<file path="src/verilog/ivc_pkg.sv">
// Constants, types and helpers for the two-wire voltage code control slave
// Operation
// RULE1: Seven-bit level code, reset 0110010, sets output
// RULE2: Master sets bit 7 to XNOR of code
// RULE3: Bad parity: no acknowledge, register kept
// RULE4: Master resends the write after parity nack
// RULE5: Level read returns parity bit with code
// RULE6: Control bit 7 selects internal level source
// RULE7: Writing 0 to bit 7 restores external
// RULE8: Control bit 4 suppresses protection during change
// RULE9: Control bit 3: 0 PFM, 1 PWM
// RULE10: Control bit 0: 0 auto-recovery, 1 latch-off
// RULE11: Bus slave at 100 and 400 kbps
// RULE12: Address match acknowledged on ninth clock
// RULE13: Address mismatch: no acknowledge, wait for START
// RULE14: Direction bit: 0 write, 1 read
// RULE15: Valid data byte acknowledged and stored
// RULE16: Read shifts eight bits, STOP returns idle
// RULE17: Written command applied within 27 SCL periods
// RULE18: Input filter suppresses spikes of 32 ns
// RULE19: Address 6Ch when select low, 6Eh high
// RULE20: Code steps from 0.7 V, bit 5 ignored
// RULE21: Index byte selects register before data
`default_nettype none

package ivc_pkg;

  localparam logic [7:0] IVC_REG_LEVEL = 8'h00;
  localparam logic [7:0] IVC_REG_CTRL  = 8'h01;

  localparam logic [7:0] IVC_ADDR_LO = 8'h6c;
  localparam logic [7:0] IVC_ADDR_HI = 8'h6e;

  localparam logic [7:0] IVC_LEVEL_RST = 8'h32;
  localparam logic [7:0] IVC_CTRL_RST  = 8'h09;
  localparam logic [7:0] IVC_CTRL_MASK = 8'h99;

  localparam int IVC_PAR_BIT   = 7;
  localparam int IVC_CTL_INT   = 7;
  localparam int IVC_CTL_PSUP  = 4;
  localparam int IVC_CTL_LIGHT = 3;
  localparam int IVC_CTL_LATCH = 0;
  localparam int IVC_CODE_SKIP = 5;

  localparam int IVC_MCLK_KHZ = 40000;
  localparam int IVC_TSP_NS   = 32;
  // One extra sample: a spike may straddle a sampling edge
  localparam int IVC_FILT_CYC =
    (IVC_TSP_NS * IVC_MCLK_KHZ + 999999) / 1000000 + 1;
  localparam int IVC_BYTE_BITS = 8;

  typedef enum logic [3:0] {
    IVC_IDLE,
    IVC_ADDR,
    IVC_ADDR_ACK,
    IVC_INDEX,
    IVC_INDEX_ACK,
    IVC_DATA,
    IVC_DATA_ACK,
    IVC_READ,
    IVC_READ_ACK,
    IVC_IGNORE
  } ivc_state_t;

  function automatic logic ivc_odd_ok(input logic [7:0] b);
    ivc_odd_ok = (b[IVC_PAR_BIT] == ~^b[6:0]);
  endfunction

endpackage

`default_nettype wire

</file>
<file path="src/verilog/ivc_slave.sv">
// Two-wire bus slave holding the level code and regulator control registers
`default_nettype none

module ivc_slave
  import ivc_pkg::*;
(
  input  wire logic       mclk,
  input  wire logic       rst_b,
  input  wire logic       scl_in,
  input  wire logic       sda_in,
  output logic            sda_out,
  output logic            sda_oe,
  input  wire logic       address_select_pin,
  output logic [6:0]      output_level_code,
  output logic [5:0]      level_step,
  output logic            level_update,
  output logic            internal_mode,
  output logic            protect_suppress,
  output logic            light_load_select,
  output logic            latch_off
);

  typedef struct packed {
    ivc_state_t st;
    logic [7:0] sr;
    logic [3:0] cnt;
    logic       oe;
    logic       rd;
    logic       idx;
    logic [7:0] level;
    logic [5:0] step;
    logic       lvl_chg;
    logic [7:0] ctrl;
    logic       scl_s1;
    logic       scl_s2;
    logic       sda_s1;
    logic       sda_s2;
    logic       asel_s1;
    logic       asel_s2;
    logic       scl_f;
    logic       sda_f;
    logic [3:0] scl_c;
    logic [3:0] sda_c;
    logic       scl_p;
    logic       sda_p;
  } ivc_regs_t;

  ivc_regs_t q;
  ivc_regs_t d;

  logic       scl_rise;
  logic       scl_fall;
  logic       start_det;
  logic       stop_det;
  logic       byte_end;
  logic       par_ok;
  logic [7:0] my_addr;
  logic [7:0] rd_byte;

  // Filter: the line follows its input only after it has held the
  // new level for the whole filter window
  function automatic logic [4:0] ivc_filt(input logic       s,
                                          input logic       f,
                                          input logic [3:0] c);
    logic [4:0] r;
    r = {f, 4'h0};
    if (s != f) begin
      if (c == 4'(IVC_FILT_CYC - 1)) begin
        r = {s, 4'h0};
      end else begin
        r = {f, c + 4'h1};
      end
    end
    ivc_filt = r;
  endfunction

  assign scl_rise  = q.scl_f & ~q.scl_p;
  assign scl_fall  = ~q.scl_f & q.scl_p;
  assign start_det = q.scl_f & q.scl_p & q.sda_p & ~q.sda_f;
  assign stop_det  = q.scl_f & q.scl_p & ~q.sda_p & q.sda_f;
  assign byte_end  = scl_fall & (q.cnt == 4'(IVC_BYTE_BITS));
  assign par_ok    = ivc_odd_ok(q.sr); // [RULE2] [RULE3]
  assign my_addr   = q.asel_s2 ? IVC_ADDR_HI : IVC_ADDR_LO; // [RULE19]
  assign rd_byte   = q.idx ? q.ctrl : q.level; // [RULE5] [RULE21]

  always_comb begin
    d = q;
    d.lvl_chg = 1'b0;
    d.scl_s1  = scl_in;
    d.scl_s2  = q.scl_s1;
    d.sda_s1  = sda_in;
    d.sda_s2  = q.sda_s1;
    d.asel_s1 = address_select_pin;
    d.asel_s2 = q.asel_s1;
    // Short window keeps 400 kbps margins while removing glitches
    {d.scl_f, d.scl_c} = ivc_filt(q.scl_s2, q.scl_f, q.scl_c); // [RULE18]
    {d.sda_f, d.sda_c} = ivc_filt(q.sda_s2, q.sda_f, q.sda_c); // [RULE18]
    d.scl_p = q.scl_f;
    d.sda_p = q.sda_f;

    case (q.st)
      IVC_ADDR, IVC_INDEX, IVC_DATA: begin
        if (scl_rise && q.cnt < 4'(IVC_BYTE_BITS)) begin
          d.sr  = {q.sr[6:0], q.sda_f};
          d.cnt = q.cnt + 4'h1;
        end
        if (byte_end) begin
          d.cnt = 4'h0;
          d.st  = IVC_IGNORE;
          if (q.st == IVC_ADDR) begin
            if (q.sr[7:1] == my_addr[7:1]) begin // [RULE12] [RULE13]
              d.oe = 1'b1;
              d.rd = q.sr[0]; // [RULE14]
              d.st = IVC_ADDR_ACK;
            end
          end else if (q.st == IVC_INDEX) begin
            if (q.sr[7:1] == IVC_REG_LEVEL[7:1]) begin // [RULE21]
              d.idx = q.sr[0];
              d.oe  = 1'b1;
              d.st  = IVC_INDEX_ACK;
            end
          end else if (par_ok) begin // [RULE3] [RULE15]
            d.oe = 1'b1;
            d.st = IVC_DATA_ACK;
            // Applied at the eighth data bit, well inside the limit
            if (q.idx) begin // [RULE17]
              d.ctrl = q.sr & IVC_CTRL_MASK; // [RULE6] [RULE7]
            end else begin
              d.level   = q.sr; // [RULE1]
              d.step    = {q.sr[6], q.sr[4:0]}; // [RULE20]
              d.lvl_chg = 1'b1;
            end
          end
        end
      end
      IVC_ADDR_ACK: begin
        if (scl_fall) begin
          d.cnt = 4'h0;
          if (q.rd) begin
            d.sr = rd_byte;
            d.oe = ~rd_byte[7]; // [RULE16]
            d.st = IVC_READ;
          end else begin
            d.oe = 1'b0;
            d.st = IVC_INDEX;
          end
        end
      end
      IVC_INDEX_ACK, IVC_DATA_ACK: begin
        if (scl_fall) begin
          d.oe  = 1'b0;
          d.cnt = 4'h0;
          d.st  = IVC_DATA;
        end
      end
      IVC_READ: begin
        if (scl_rise) begin
          d.cnt = q.cnt + 4'h1;
        end
        if (byte_end) begin
          d.oe = 1'b0; // [RULE16]
          d.st = IVC_READ_ACK;
        end else if (scl_fall) begin
          d.sr = {q.sr[6:0], 1'b0};
          d.oe = ~q.sr[6];
        end
      end
      IVC_READ_ACK: begin
        // The master's answer is not needed: the ninth SCL fall ends the read, then IGNORE waits for STOP or START
        if (scl_fall) begin
          d.st = IVC_IGNORE; // [RULE16]
        end
      end
      IVC_IDLE, IVC_IGNORE: begin
        d.oe = 1'b0; // [RULE13]
      end
      default: begin
        d.st = IVC_IDLE;
        d.oe = 1'b0;
      end
    endcase

    if (start_det) begin // [RULE12]
      d.st  = IVC_ADDR;
      d.cnt = 4'h0;
      d.oe  = 1'b0;
    end else if (stop_det) begin // [RULE16]
      d.st  = IVC_IDLE;
      d.cnt = 4'h0;
      d.oe  = 1'b0;
    end
  end

  always_ff @(posedge mclk or negedge rst_b) begin
    if (!rst_b) begin
      q         <= '0;
      q.st      <= IVC_IDLE;
      q.level   <= IVC_LEVEL_RST; // [RULE1]
      q.step    <= {IVC_LEVEL_RST[6], IVC_LEVEL_RST[4:0]};
      q.ctrl    <= IVC_CTRL_RST; // [RULE6] [RULE8] [RULE9] [RULE10]
      q.scl_s1  <= 1'b1;
      q.scl_s2  <= 1'b1;
      q.sda_s1  <= 1'b1;
      q.sda_s2  <= 1'b1;
      q.scl_f   <= 1'b1;
      q.sda_f   <= 1'b1;
      q.scl_p   <= 1'b1;
      q.sda_p   <= 1'b1;
    end else begin
      q <= d;
    end
  end

  // Open drain: the pin is only ever pulled low
  assign sda_out           = 1'b0;
  assign sda_oe            = q.oe; // [RULE11]
  assign output_level_code = q.level[6:0];
  assign level_step        = q.step;
  assign level_update      = q.lvl_chg;
  assign internal_mode     = q.ctrl[IVC_CTL_INT]; // [RULE6]
  assign protect_suppress  = q.ctrl[IVC_CTL_PSUP]; // [RULE8]
  assign light_load_select = q.ctrl[IVC_CTL_LIGHT]; // [RULE9]
  assign latch_off         = q.ctrl[IVC_CTL_LATCH]; // [RULE10]
endmodule

`default_nettype wire

</file>
<file path="config.mk">
export PLATFORM = sky130hd
export DESIGN_NAME = ivc_slave
export DESIGN_NICKNAME = d
export VERILOG_FILES = /design/src/verilog/ivc_pkg.sv /design/src/verilog/ivc_slave.sv
export SDC_FILE = /design/constraint.sdc
export NUM_CORES = 1
export LEC_CHECK = 0
export BUFFER_PORTS_ARGS = -buffer_cell sky130_fd_sc_hd__buf_2
export CORE_MARGIN = 10
export CORE_UTILIZATION = 30
export CTS_BUF_LIST = sky130_fd_sc_hd__clkbuf_8 sky130_fd_sc_hd__clkbuf_16
export CTS_CLUSTER_DIAMETER = 30
export CTS_CLUSTER_SIZE = 30
export DETAILED_ROUTE_END_ITERATION = 6
export SLEW_MARGIN = 20
export SYNTH_ARGS = -nofsm -noshare
export SYNTH_HDL_FRONTEND = slang
export SYNTH_SLANG_ARGS = --single-unit
</file>
<file path="constraint.sdc">
create_clock -name mclk -period 5.25 [get_ports mclk]
set_clock_uncertainty 0.1 [all_clocks]
set_input_delay 1.05 -clock mclk [delete_from_list [all_inputs] [get_ports mclk]]
set_output_delay 1.05 -clock mclk [all_outputs]
set_load 0.1 [all_outputs]
</file>
==> impl_metrics.csv <==
group,metric,value,unit
clock_tree,cts.sinks,50,
clock_tree,cts_root_buf,"clkbuf_8",
floorplanning,dieHeight,118,µm
route,vias_per_cell,4.82,
route,wl_per_cell,14.5,µm
grt,grt_max_degree,51,
cells_and_area,fill_cells,997,
timing,period_share,0.466,
grt,grt_pass1_vias,2026,
setup_path,critPathBufInv,1,
route,drtAntennaViolNets,0,
placed_design,port-buffer-count,23,
floorplanning,ios,25,
floorplanning,chipWidth,118,µm
setup_path,critical_path_arrival,1.30,ns
route,vias,1999,
cells_and_area,n_antenna_cell,0,
grt,overflow,0,
grt,grt_use_total,0.0889,
route,first_pass_iters,6,
route,wirelength,6030,µm
power_and_ir_drop,pwr_density_cell,555,nW/µm²
timing,layout_min_cycle_time,2.45,ns
setup_path,reg2reg_depth,5,
synth,synth.avg_cell_area,10.4,µm²
setup_path,end_kind,"output port",
synth,synth.distinct_cells,58,
worst_hold_path,hold_class,"reg -> reg",
power_and_ir_drop,vdd_drop_max,0.261,mV
setup_path,critical-path-top-delay-family,"flip-flops",
setup_path,r2r-start,"q[59]",
clock_tree,htree_levels,2,
timing,whs,0.255,ns
synth,synthArstFlopShare,1.00,
run,cap_violations,0,
clock_tree,clk-insertion-delay-late,0.30,ns
power_and_ir_drop,power.leakage,1.34,nW
clock_tree,cts_made_buffers,5,
clock_tree,ctsHoldBuffers,0,
synth,ys_warn_count,0,
cells_and_area,nets,296,
synth,ys.flop_type,"dfrtp_1",
floorplanning,core.rowCount,35,
clock_tree,cts_resized,0,
synth,synth_edf_count,0,
synth,netlist_area,2880,µm²
setup_path,worstSetupPathType,"reg -> out",
cells_and_area,stdcell_area,3120,µm²
floorplanning,start_util,0.310,
synth,synthCells,278,
timing,rsz0062_at_grt,"false",
grt,antenna_found_initial,0,
worst_hold_path,hold_depth,0,
setup_path,setup.worst_path.start,"output_level_code[4]",
timing,tns,0,ns
floorplanning,die-area,13900,µm²
setup_path,critical_path.slowest_cell,"dfstp_2",
setup_path,crit_chain,"buf_2",
timing,final_hold_viol_count,0,
synth,ys_seq_area_frac,0.440,
setup_path,critPathMaxFanout,4,
synth,syn_nets,289,
timing,tightest_slew,0.630,ns
grt,grt_pass1_wl,10500,µm
setup_path,crit_required,4.10,ns
setup_path,crit_cells,1,
timing,fmax,409,MHz
route,first_iter_violations,228,
synth,ys_ff_latch,50,
worst_hold_path,holdCritStartpoint,"d[12]",
cells_and_area,layout-drive-gt1-share,0.283,
clock_tree,clkSlewWorstSetupHoldPaths,0.09,ns
timing,relSlewSlack,0.580,
setup_path,max_stage_delay,0.56,ns
placed_design,place_area,3010,µm²
cells_and_area,syn_to_final_growth,8.30,%
floorplanning,core_area,9280,µm²
route,drc_errors,0,
clock_tree,post_cts_buffers,0,
placed_design,gp_congestion,0.840,
timing,final_max_slew_viol_count,0,
setup_path,startpoint_type,"register",
timing,finalSetupViolCount,0,
clock_tree,cts_tree,"yes",
status,outcome,"completed",
clock_tree,clockBufferDepth,2,
placed_design,dp_hpwl,4370,µm
final cells by class:
cell class | count | area (µm²) | area share
sequential | 50 | 1270 | 0.406
inverter | 6 | 22.5 | 0.00722
timing repair buffer | 24 | 123 | 0.0393
multi-input combinational | 198 | 1440 | 0.460
clock inverter | 3 | 41.3 | 0.0132
clock buffer | 5 | 68.8 | 0.0221
tap | 129 | 161 | 0.0517
path summary, 6_finish.rpt:
path / to / slack (ns)
min in group asynchronous: q[41] / 0.74
max in group asynchronous: q[9] / 3.88
min: q[12] / 0.26
max: output_level_code[4] / 2.80
max reg2reg: output_level_code[3] / 2.86
min reg2reg: q[12] / 0.26
layout by cell type (no fill, tap or decap), drive strengths merged, types with 3 or more instances in the layout:
cell    count
clkbuf      5
nor2       24
nand3      10
ha          6
dfstp      13
dfrtp      37
nor4        4
a21o        4
xnor2       9
inv         7
nand2b      5
nand4       3
nor2b       5
mux2i       6
o21ai      14
nand2      25
a21oi       7
buf        24
xor2        6
mux2       21
a21boi      3
nor3        8
o31ai       3
per-stage QoR:
| step | utilization | total power [mW] | instances | setup WS, ns |
|---|---|---|---|---|
| floorplan | - | 1.31 | 278 | 3.13 |
| global placement | 0.324 | 1.44 | 407 | 2.93 |
| detailed placement | 0.324 | 1.45 | 407 | 2.88 |
| CTS | 0.336 | 1.74 | 415 | 2.79 |
| global route | 0.336 | 1.86 | 415 | 2.66 |
| finish | 0.336 | 1.73 | 415 | 2.80 |
cells in the mapped netlist (all sizes together), types with 2 or more instances:
library cell,n,area share
a211oi,2,0.0052
a21boi,3,0.0091
a21o,4,0.011
a21oi,7,0.012
a22o,2,0.0061
a31oi,2,0.0043
a32o,2,0.0070
and4,2,0.0065
buf,20,0.049
clkbuf,4,0.0052
dfrtp,37,0.32
dfstp,13,0.12
ha,6,0.026
inv,6,0.0078
mux2,21,0.082
mux2i,6,0.025
nand2,25,0.033
nand2b,5,0.011
nand3,10,0.017
nand3b,2,0.0052
nand4,3,0.0065
nand4b,2,0.0061
nor2,24,0.035
nor2b,5,0.011
nor3,8,0.014
nor3b,2,0.0052
nor4,4,0.011
o211ai,2,0.0052
o21ai,14,0.026
o31ai,3,0.0078
or2,2,0.0043
xnor2,9,0.030
xor2,6,0.018
where the power goes:
part / internal (mW) / total [mW] / switching (mW)
Sequential: 0.482 / 0.629 / 0.147
Combinational: 0.392 / 0.830 / 0.438
Clock: 0.140 / 0.272 / 0.131
Total: 1.02 / 1.73 / 0.716
state kept, by name, summed over array words and instances, names as in the netlist:
signal and cells:
d 5, internal_mode 1, latch_off 1, level_update 1
light_load_select 1, output_level_code 7, protect_suppress 1, q 32
sda_oe 1
routing by layer:
layer	vias up	track usage	wire, µm
li1	987	-	-
met1	964	0.121	2940
met2	41	0.135	2770
met3	7	0.0177	231
met4	0	0.0325	85
met5	-	0	0
cells by family after synthesis:
group                    Yosys count  share of synthesized area
AND/OR/NAND/NOR                   99                      0.180
flip-flops                        50                      0.440
AO/OA/AOI/OAI                     48                      0.118
buffers and inverters             30                     0.0617
multiplexers                      27                      0.107
XOR/XNOR                          17                     0.0652
adder cells (fa/ha/maj)            6                     0.0261
other                              1                    0.00130
Note: power is estimated with default switching activity, not from simulation.
